## src/common/ttr_map.vh

```
`ifndef TTR_MAP_VH
`define TTR_MAP_VH

// Register byte addresses on the microprocessor port
`define TTR_OFS_CONTROL 8'hf0
`define TTR_OFS_POINTER 8'hf2
`define TTR_OFS_LIVE 8'hf4
`define TTR_OFS_STICKY 8'hf6
`define TTR_OFS_IRQ_EN 8'hf8
`define TTR_OFS_UNUSED 8'hfa
`define TTR_OFS_RX_BYTE 8'hfc
`define TTR_OFS_EXP_BYTE 8'hfe

// Control register fields
`define TTR_CTL_REORDER 0
`define TTR_CTL_INVERT 1
`define TTR_CTL_COMPARE 2
`define TTR_CTL_ALIGN_DIS 3
`define TTR_CTL_MASK 16'h000f

// Pointer register fields
`define TTR_PTR_RX_LSB 0
`define TTR_PTR_EXP_LSB 8

// Live and sticky status fields
`define TTR_ST_IDLE 0
`define TTR_ST_UNSTABLE 1
`define TTR_ST_MISMATCH 2
`define TTR_ST_CHANGE 3

// Reset values
`define TTR_RST_CONTROL 16'h0000
`define TTR_RST_POINTER 16'h0000
`define TTR_RST_STATUS 4'h0
`define TTR_RST_IDENT 128'h0

// Identifier counts
`define TTR_ID_BYTES 16
`define TTR_IDLE_COUNT 3'h5
`define TTR_UNSTABLE_COUNT 4'h8

`endif

```

## src/rtl/ttr_deser.v

```verilog
`timescale 1ns/100ps
`default_nettype none

module ttr_deser (
   input wire clk,
   input wire rst_b,
   input wire trace_bit,
   input wire trace_bit_en,
   input wire trace_byte_start,
   input wire rx_invert_enable,
   input wire rx_bit_reorder_enable,
   output reg [7:0] byte_data_reg,
   output reg byte_first_bit_reg,
   output reg byte_valid_reg
);

reg [7:0] shift_reg;
reg [2:0] count_reg;
reg first_reg;
wire data_bit;
wire [2:0] count_now;
wire [7:0] shift_next;

assign data_bit = trace_bit ^ rx_invert_enable;
assign count_now = trace_byte_start ? 3'h0 : count_reg;
// first bit lands in bit 7, or bit 0 when reordering
assign shift_next = rx_bit_reorder_enable ?
                    {data_bit, shift_reg[7:1]} :
                    {shift_reg[6:0], data_bit};

always @(posedge clk or negedge rst_b) begin
   if (!rst_b) begin
      shift_reg <= 8'h00;
      count_reg <= 3'h0;
      first_reg <= 1'b0;
      byte_data_reg <= 8'h00;
      byte_first_bit_reg <= 1'b0;
      byte_valid_reg <= 1'b0;
   end else begin
      byte_valid_reg <= 1'b0;
      if (trace_bit_en) begin
         shift_reg <= shift_next;
         count_reg <= count_now + 3'h1;
         if (count_now == 3'h0) begin
            first_reg <= data_bit;
         end
         if (count_now == 3'h7) begin
            byte_data_reg <= shift_next;
            byte_first_bit_reg <= first_reg;
            byte_valid_reg <= 1'b1;
         end
      end
   end
end

endmodule

`default_nettype wire

```

## src/rtl/ttr_top.v

```verilog
`timescale 1ns/100ps
`default_nettype none
`include "ttr_map.vh"

// Functional notes
// - Alignment runs unless disabled; disabled capture starts at any byte
// - Expected comparison only while comparison enable is set
// - Alignment disable suppresses comparison regardless of enable
// - Inversion control inverts every incoming trace bit first
// - First received bit goes to bit 7, or bit 0 reordered
// - Expected pointer in pointer bits 11..8 selects next byte
// - Expected pointer increments per access, wrapping Fh to 0h
// - Received pointer in pointer bits 3..0 selects next byte read
// - Received pointer increments per access, wrapping Fh to 0h
// - Received data read, expected data read or write, advance pointer
// - Idle after five consecutive all-zero identifiers, held meanwhile
// - Unstable after eight identifiers matching neither stored one
// - Sticky bits set on flag rise; change sticky on update
module ttr_top (
   input wire clk,
   input wire rst_b,
   input wire trace_bit,
   input wire trace_bit_en,
   input wire trace_byte_start,
   input wire cpu_cs,
   input wire cpu_rd,
   input wire cpu_wr,
   input wire [7:0] cpu_addr,
   input wire [15:0] cpu_wdata,
   output reg [15:0] cpu_rdata_reg,
   output reg cpu_rvalid_reg
);

localparam ST_HUNT = 3'b001;
localparam ST_LOCK = 3'b010;
localparam ST_FREE = 3'b100;

function ttr_hit;
   input [7:0] addr;
   input [7:0] ofs;
   begin
      ttr_hit = (addr == ofs);
   end
endfunction

////////////////////////////////////////////////////////////////////////
// Registers and state
reg [15:0] control_reg;
reg [3:0] exp_ptr_reg;
reg [3:0] rx_ptr_reg;
reg [3:0] sticky_reg;
reg [3:0] irq_en_reg;
reg [2:0] state_reg;
reg [2:0] state_next;
reg [3:0] idx_reg;
reg [3:0] idx_next;
reg store_en;
reg [127:0] cap_reg;
reg [127:0] cand_reg;
reg [127:0] rx_id_reg;
reg id_done_reg;
reg [2:0] idle_cnt_reg;
reg [3:0] unst_cnt_reg;
reg trace_idle_flag;
reg trace_unstable_flag;
reg trace_mismatch_flag;
reg change_evt_reg;

wire [7:0] byte_data;
wire byte_first_bit;
wire byte_valid;
wire [127:0] exp_flat;
wire align_disable;
wire compare_enable;
wire compare_active;
wire rd_en;
wire wr_en;
wire exp_access;
wire rx_access;
wire [7:0] received_trace_byte;
wire [7:0] expected_trace_byte;
wire [15:0] live_word;
wire cap_zero;
wire match_cand;
wire match_rx;
wire idle_next;
wire unstable_next;
wire mismatch_next;
wire [3:0] sticky_set;
wire [3:0] sticky_clr;

assign align_disable = control_reg[`TTR_CTL_ALIGN_DIS];
assign compare_enable = control_reg[`TTR_CTL_COMPARE];
assign compare_active = compare_enable & ~align_disable;

assign rd_en = cpu_cs & cpu_rd;
assign wr_en = cpu_cs & cpu_wr;
assign exp_access = (rd_en | wr_en) & ttr_hit(cpu_addr, `TTR_OFS_EXP_BYTE);
assign rx_access = rd_en & ttr_hit(cpu_addr, `TTR_OFS_RX_BYTE);

////////////////////////////////////////////////////////////////////////
// Serial to byte conversion
ttr_deser u_deser (
   .clk(clk),
   .rst_b(rst_b),
   .trace_bit(trace_bit),
   .trace_bit_en(trace_bit_en),
   .trace_byte_start(trace_byte_start),
   .rx_invert_enable(control_reg[`TTR_CTL_INVERT]),
   .rx_bit_reorder_enable(control_reg[`TTR_CTL_REORDER]),
   .byte_data_reg(byte_data),
   .byte_first_bit_reg(byte_first_bit),
   .byte_valid_reg(byte_valid)
);

////////////////////////////////////////////////////////////////////////
// Multiframe alignment and capture
// The first bit of each byte carries the alignment marker: one in
// byte 0, zero elsewhere. A marker seen anywhere restarts the capture unless alignment is disabled.
always @* begin
   state_next = state_reg;
   idx_next = idx_reg;
   store_en = 1'b0;
   case (state_reg)
      ST_HUNT: begin
         if (align_disable) begin
            state_next = ST_FREE;
         end else if (byte_valid && byte_first_bit) begin
            state_next = ST_LOCK;
            store_en = 1'b1;
            idx_next = 4'h1;
         end
      end
      ST_LOCK: begin
         if (align_disable) begin
            state_next = ST_FREE;
         end else if (byte_valid) begin
            if (byte_first_bit) begin
               store_en = 1'b1;
               idx_next = 4'h1;
            end else if (idx_reg == 4'h0) begin
               state_next = ST_HUNT;
            end else begin
               store_en = 1'b1;
               idx_next = idx_reg + 4'h1;
            end
         end
      end
      ST_FREE: begin
         if (!align_disable) begin
            state_next = ST_HUNT;
            idx_next = 4'h0;
         end else if (byte_valid) begin
            store_en = 1'b1;
            idx_next = idx_reg + 4'h1;
         end
      end
      default: begin
         state_next = ST_HUNT;
         idx_next = 4'h0;
      end
   endcase
end

always @(posedge clk or negedge rst_b) begin
   if (!rst_b) begin
      state_reg <= ST_HUNT;
      idx_reg <= 4'h0;
      cap_reg <= `TTR_RST_IDENT;
      id_done_reg <= 1'b0;
   end else begin
      state_reg <= state_next;
      idx_reg <= idx_next;
      id_done_reg <= 1'b0;
      if (store_en) begin
         if (state_reg == ST_LOCK && byte_first_bit) begin
            cap_reg[7:0] <= byte_data;
         end else if (state_reg == ST_HUNT) begin
            cap_reg[7:0] <= byte_data;
         end else begin
            cap_reg[idx_reg*8 +: 8] <= byte_data;
            id_done_reg <= (idx_reg == 4'hf);
         end
      end
   end
end

////////////////////////////////////////////////////////////////////////
// Identifier checks
assign cap_zero = (cap_reg == 128'h0);
assign match_cand = (cap_reg == cand_reg);
assign match_rx = (cap_reg == rx_id_reg);
// five zero identifiers in a row
assign idle_next = cap_zero &&
                   (idle_cnt_reg >= (`TTR_IDLE_COUNT - 3'h1));
assign unstable_next = !(match_cand || match_rx) &&
                       (unst_cnt_reg >= (`TTR_UNSTABLE_COUNT - 4'h1));
assign mismatch_next = compare_active && (rx_id_reg != exp_flat);

always @(posedge clk or negedge rst_b) begin
   if (!rst_b) begin
      cand_reg <= `TTR_RST_IDENT;
      rx_id_reg <= `TTR_RST_IDENT;
      idle_cnt_reg <= 3'h0;
      unst_cnt_reg <= 4'h0;
      trace_idle_flag <= 1'b0;
      trace_unstable_flag <= 1'b0;
      trace_mismatch_flag <= 1'b0;
      change_evt_reg <= 1'b0;
   end else begin
      trace_mismatch_flag <= mismatch_next;
      change_evt_reg <= 1'b0;
      if (id_done_reg) begin
         cand_reg <= cap_reg;
         // Two equal identifiers in a row are taken as the new one
         if (match_cand && !match_rx) begin
            rx_id_reg <= cap_reg;
            change_evt_reg <= 1'b1;
         end
         trace_idle_flag <= idle_next;
         if (!cap_zero) begin
            idle_cnt_reg <= 3'h0;
         end else if (idle_cnt_reg != `TTR_IDLE_COUNT) begin
            idle_cnt_reg <= idle_cnt_reg + 3'h1;
         end
         trace_unstable_flag <= unstable_next;
         if (match_cand || match_rx) begin
            unst_cnt_reg <= 4'h0;
         end else if (unst_cnt_reg != `TTR_UNSTABLE_COUNT) begin
            unst_cnt_reg <= unst_cnt_reg + 4'h1;
         end
      end
   end
end

////////////////////////////////////////////////////////////////////////
// Expected identifier memory
genvar gi;
generate
   for (gi = 0; gi < `TTR_ID_BYTES; gi = gi + 1) begin : g_exp
      reg [7:0] exp_byte_reg;
      always @(posedge clk or negedge rst_b) begin
         if (!rst_b) begin
            exp_byte_reg <= 8'h00;
         end else if (wr_en && ttr_hit(cpu_addr, `TTR_OFS_EXP_BYTE) &&
                      exp_ptr_reg == gi) begin
            exp_byte_reg <= cpu_wdata[7:0];
         end
      end
      assign exp_flat[gi*8 +: 8] = exp_byte_reg;
   end
endgenerate

// expected byte chosen by its pointer
assign expected_trace_byte = exp_flat[exp_ptr_reg*8 +: 8];
// received byte chosen by its pointer
assign received_trace_byte = rx_id_reg[rx_ptr_reg*8 +: 8];

////////////////////////////////////////////////////////////////////////
// Control, pointers and status registers
// rise of a live flag or identifier update
assign sticky_set = {change_evt_reg,
                     mismatch_next & ~trace_mismatch_flag,
                     (id_done_reg & unstable_next) & ~trace_unstable_flag,
                     (id_done_reg & idle_next) & ~trace_idle_flag};
assign sticky_clr = (wr_en && ttr_hit(cpu_addr, `TTR_OFS_STICKY)) ?
                    cpu_wdata[3:0] : 4'h0;

always @(posedge clk or negedge rst_b) begin
   if (!rst_b) begin
      control_reg <= `TTR_RST_CONTROL;
      exp_ptr_reg <= 4'h0;
      rx_ptr_reg <= 4'h0;
      sticky_reg <= `TTR_RST_STATUS;
      irq_en_reg <= `TTR_RST_STATUS;
   end else begin
      // A new event wins over a clear in the same cycle
      sticky_reg <= (sticky_reg & ~sticky_clr) | sticky_set;
      if (wr_en && ttr_hit(cpu_addr, `TTR_OFS_CONTROL)) begin
         control_reg <= cpu_wdata & `TTR_CTL_MASK;
      end
      if (wr_en && ttr_hit(cpu_addr, `TTR_OFS_IRQ_EN)) begin
         irq_en_reg <= cpu_wdata[3:0];
      end
      if (wr_en && ttr_hit(cpu_addr, `TTR_OFS_POINTER)) begin
         exp_ptr_reg <= cpu_wdata[`TTR_PTR_EXP_LSB +: 4];
         rx_ptr_reg <= cpu_wdata[`TTR_PTR_RX_LSB +: 4];
      end else begin
         if (exp_access) begin
            exp_ptr_reg <= exp_ptr_reg + 4'h1;
         end
         if (rx_access) begin
            rx_ptr_reg <= rx_ptr_reg + 4'h1;
         end
      end
   end
end

////////////////////////////////////////////////////////////////////////
// Read path
assign live_word = {13'h0000, trace_mismatch_flag, trace_unstable_flag,
                    trace_idle_flag};

always @(posedge clk or negedge rst_b) begin
   if (!rst_b) begin
      cpu_rdata_reg <= 16'h0000;
      cpu_rvalid_reg <= 1'b0;
   end else begin
      cpu_rvalid_reg <= rd_en;
      if (rd_en) begin
         case (cpu_addr)
            `TTR_OFS_CONTROL: cpu_rdata_reg <= control_reg;
            `TTR_OFS_POINTER: cpu_rdata_reg <= {4'h0, exp_ptr_reg,
                                                4'h0, rx_ptr_reg};
            `TTR_OFS_LIVE: cpu_rdata_reg <= live_word;
            `TTR_OFS_STICKY: cpu_rdata_reg <= {12'h000, sticky_reg};
            `TTR_OFS_IRQ_EN: cpu_rdata_reg <= {12'h000, irq_en_reg};
            `TTR_OFS_RX_BYTE: cpu_rdata_reg <= {8'h00,
                                                received_trace_byte};
            `TTR_OFS_EXP_BYTE: cpu_rdata_reg <= {8'h00,
                                                 expected_trace_byte};
            // Unused and unmapped addresses read as zero
            default: cpu_rdata_reg <= 16'h0000;
         endcase
      end
   end
end

endmodule

`default_nettype wire

```

## config.mk

```make
export PLATFORM = sky130hd
export DESIGN_NAME = ttr_top
export DESIGN_NICKNAME = d
export VERILOG_FILES = /design/src/rtl/ttr_deser.v /design/src/rtl/ttr_top.v
export VERILOG_INCLUDE_DIRS = /design/src /design/src/common
export SDC_FILE = /design/constraint.sdc
export NUM_CORES = 1
export LEC_CHECK = 0
export ABC_AREA = 1
export BUFFER_PORTS_ARGS = -buffer_cell sky130_fd_sc_hd__buf_4
export CAP_MARGIN = 25
export CELL_PAD_IN_SITES_DETAIL_PLACEMENT = 0
export CELL_PAD_IN_SITES_GLOBAL_PLACEMENT = 1
export CORE_MARGIN = 4
export CORE_UTILIZATION = 49
export CTS_BUF_LIST = sky130_fd_sc_hd__clkbuf_8
export CTS_CLUSTER_DIAMETER = 40
export DETAILED_ROUTE_END_ITERATION = 6
export GPL_TIMING_DRIVEN = 1
export PLACE_DENSITY_LB_ADDON = 0.1
export SYNTH_ARGS = -nofsm -noshare
export SYNTH_HDL_FRONTEND = slang
export SYNTH_SLANG_ARGS = --single-unit
```

## constraint.sdc

```tcl
create_clock -name clk -period 3.3 [get_ports clk]
set_clock_uncertainty 0.05 [all_clocks]
set_input_delay 0.66 -clock clk [delete_from_list [all_inputs] [get_ports clk]]
set_output_delay 0.66 -clock clk [all_outputs]
set_load 0.005 [all_outputs]
```

==> reports/metrics.cfg <==
[pwr]
fraction_of_power_spent_switching_nets = 0.297
p_sw_w = 0.00538
power.share.sequential = 0.405
p_clk_frac = 0.457
worst_ir_drop_vdd_uv = 293
powerDensity_mw_per_mm2 = 485
power_frac_comb = 0.138
internal_power_w = 0.0127
p_leak_nw = 18.2

[critical_path]
worst-r2r-cell-count = 16
critical_path_required_ns = 3.90
worst_case_register_to_register_setup_slack_ns = 0.22
timing.critical_path.from_type = flop
r2r_start = rx_id_reg[112]
timing.critical_path.to_type = flop
timing.setup.critical_path_class = flop to flop
crit_start = rx_id_reg[112]
timing.rr.end = rx_id_reg[32]
critPathMaxFanout = 40
arrival_ns = 3.68

[yosys]
netlist_area_sq_mm = 0.0332
sequential_cell_area_fraction_in_the_yosys_report = 0.441
synth_warnings = 0
synth_area_per_cell_sq_um = 7.30
synth_seq_cells = 586
postSynthCellCount = 4551
proportion_of_synthesized_flip_flops_having_asynchronous_set_or_reset = 1.00
synth_cell_type_count = 51
number_of_enable_flip_flop_cells_after_synthesis = 0
most_used_dff_post_synth = sky130_fd_sc_hd__dfrtp_1

[detailed_routing]
drc = 0
dr_total_vias = 30200
drt_pass1_iterations = 7
first_iter_violations = 3102
wire_per_inst_microns = 20.7
drt_wl_total_microns = 116000
detail_route.vias_per_cell = 5.38
route.antenna.remaining_nets = 0

[placement]
port_buffers = 40
dp_cells = 5384
gp_congestion = 0.997
post-dp-hpwl_microns = 86500

[flow_run]
timing.max_cap.violations = 0

[floorplan]
placement_rows = 95
core_box_area_sq_mm = 0.0672
io-pin-count = 49
die_y_microns = 268
floorplan.die_area_sq_mm = 0.0721
die_width_microns = 268
initial_utilization = 0.495

[clock_tree]
cts_num_sinks = 586
worst_setup_hold_path_clk_slew_ns = 0.05
cts-buffers-inserted = 121
clkLatencyLatePin_ns = 0.74
clk_root_buffer_cell = sky130_fd_sc_hd__clkbuf_8
postCtsSetupRepairBufs = 0
tritoncts = yes
h-tree-depth = 3
ctsLongestPathBuffers = 3

[global_routing]
grt.total_usage = 0.321
grt_max_degree = 89
via_count_of_the_first_global_routing_pass = 27300
global_route.overflow_total = 0
grt_pass1_wl_microns = 174000
number_of_antenna_violations_at_the_first_check_in_global_routing = 4

[timing]
setup_violations = 0
worst_slew_pin_slew_ns = 0.987
final.setup.tns_ns = 0
grt_setup_unrepaired = no
period_minus_slack_ns = 3.08
finalHoldViolations = 0
layout_worst_path_cycle_share = 0.933
fmax_mhz = 325
headroom_to_the_max_slew_limit = 0.342
drv_slew = 0

[worst_hold_path]
hold_depth = 3
min_delay_worst_endpoint = exp_ptr_reg[1]
worstHoldPathType = input pin to flop
timing.hold.worst.start = cpu_wdata[9]

[layout]
areaGrowthSynthToFinish_pct = 12.4
filler_cell_count = 6545
drive_above_1_share = 0.115
finish.cell_count_without_fillers = 5603
nets = 4683
layout_commonest_cell = sky130_fd_sc_hd__nand2_1
most_frequent_cells_in_the_layout = sky130_fd_sc_hd__nand2_1, sky130_fd_sc_hd__dfrtp_1, sky130_fd_sc_hd__o21ai_0

[status]
outcome = finished, final reports clean

[worst max-delay path, stage by stage (launching register included)]
cell and delay (ns):
sky130_fd_sc_hd__dfrtp_1 0.47, sky130_fd_sc_hd__inv_1 0.15, sky130_fd_sc_hd__nand2_1 0.09, sky130_fd_sc_hd__nand2_1 0.06, sky130_fd_sc_hd__nor2_1 0.14, sky130_fd_sc_hd__nand2_1 0.07
sky130_fd_sc_hd__nor2_1 0.30, sky130_fd_sc_hd__nand2_1 0.27, sky130_fd_sc_hd__nor2_1 0.14, sky130_fd_sc_hd__nand2_1 0.09, sky130_fd_sc_hd__nor2_4 0.14, sky130_fd_sc_hd__nor2_4 0.07
sky130_fd_sc_hd__nand2_8 0.23, sky130_fd_sc_hd__buf_12 0.29, sky130_fd_sc_hd__buf_4 0.24, sky130_fd_sc_hd__nand2_1 0.06, sky130_fd_sc_hd__o21ai_1 0.07
[logic make-up after synthesis]
kind of cell / count (synthesis) / synth area share
AOI/OAI and AO/OA: 846 / 0.137
adders and majority gates: 15 / 0.00565
other: 1 / 0.000113
DFF: 586 / 0.441
buffers and inverters: 686 / 0.0871
xor gates and xnor gates: 203 / 0.0535
and+or+nand+nor: 2214 / 0.275
[synth_stat cells, types with 46 or more instances]
master	number	area (sq um)
sky130_fd_sc_hd__inv_1	437	1640
sky130_fd_sc_hd__o21ai_0	524	2620
sky130_fd_sc_hd__xor2_1	57	499
sky130_fd_sc_hd__nor2_1	367	1380
sky130_fd_sc_hd__a21oi_1	104	521
sky130_fd_sc_hd__o21ai_2	63	552
sky130_fd_sc_hd__nand3_1	118	591
sky130_fd_sc_hd__clkbuf_1	132	495
sky130_fd_sc_hd__nand4_1	90	563
sky130_fd_sc_hd__dfrtp_1	585	14600
sky130_fd_sc_hd__nand2_1	1473	5530
sky130_fd_sc_hd__inv_2	46	173
sky130_fd_sc_hd__xnor2_1	146	1280
sky130_fd_sc_hd__nand2_2	58	363
sky130_fd_sc_hd__o21ai_1	118	591
[stage by stage]
| stage | hold slack, ns | utilization | setup WS [ns] | area [sq um] | power, W |
|---|---|---|---|---|---|
| after floorplan | 0.314 | - | 1.01 | 33200 | 0.00873 |
| after global placement | 0.372 | 0.517 | 0.422 | 34700 | 0.00991 |
| after detailed placement | 0.378 | 0.517 | 0.390 | 34700 | 0.00991 |
| after CTS | 0.119 | 0.556 | 0.358 | 37300 | 0.0182 |
| after global routing | 0.143 | 0.556 | 0.0666 | 37400 | 0.0188 |
| final | 0.172 | 0.556 | 0.220 | 37400 | 0.0181 |
[power groups by stage]
stage                     sequential (W)  clock [W]  combinational (W)
after floorplan                  0.00743          0            0.00130
after global placement           0.00746          0            0.00244
after detailed placement         0.00746          0            0.00244
after CTS                        0.00734    0.00840            0.00245
after global routing             0.00735    0.00874            0.00267
final                            0.00734    0.00827            0.00250
[metal layers]
layer	vias up	GRT usage	part of all wire
met4	2	0.0914	0.031
met1	14100	0.473	0.45
met5	-	0	0.000060
li1	14600	-	-
met2	1195	0.490	0.44
met3	203	0.0572	0.086
[what timing repair did]
action                                 in CTS  in global routing
hold buffers                                1                  0
gates resized for setup                     0                  0
endpoints found under the hold margin      62                  0
[layout make-up]
type                       count  area, sq um  area share
sequential                   586        14700       0.393
inverter                     487         1830      0.0490
clock buffer                 145         2000      0.0534
antenna                        1         2.50   0.0000670
tap                          873         1090      0.0292
clock inverter                71          632      0.0169
timing repair buffer         158         1450      0.0387
multi-input combinational   3282        15700       0.420
[worst max path at each step]
stage / endpoint / slack [ns]
2_1_floorplan: cap_reg[22] / 1.01
3_3_place_gp: rx_id_reg[33] / 0.42
3_5_place_dp: cap_reg[97] / 0.39
4_1_cts: cap_reg[103] / 0.36
5_1_grt: cap_reg[97] / 0.07
6_report: rx_id_reg[32] / 0.22
(Power assumes the default switching activity.)
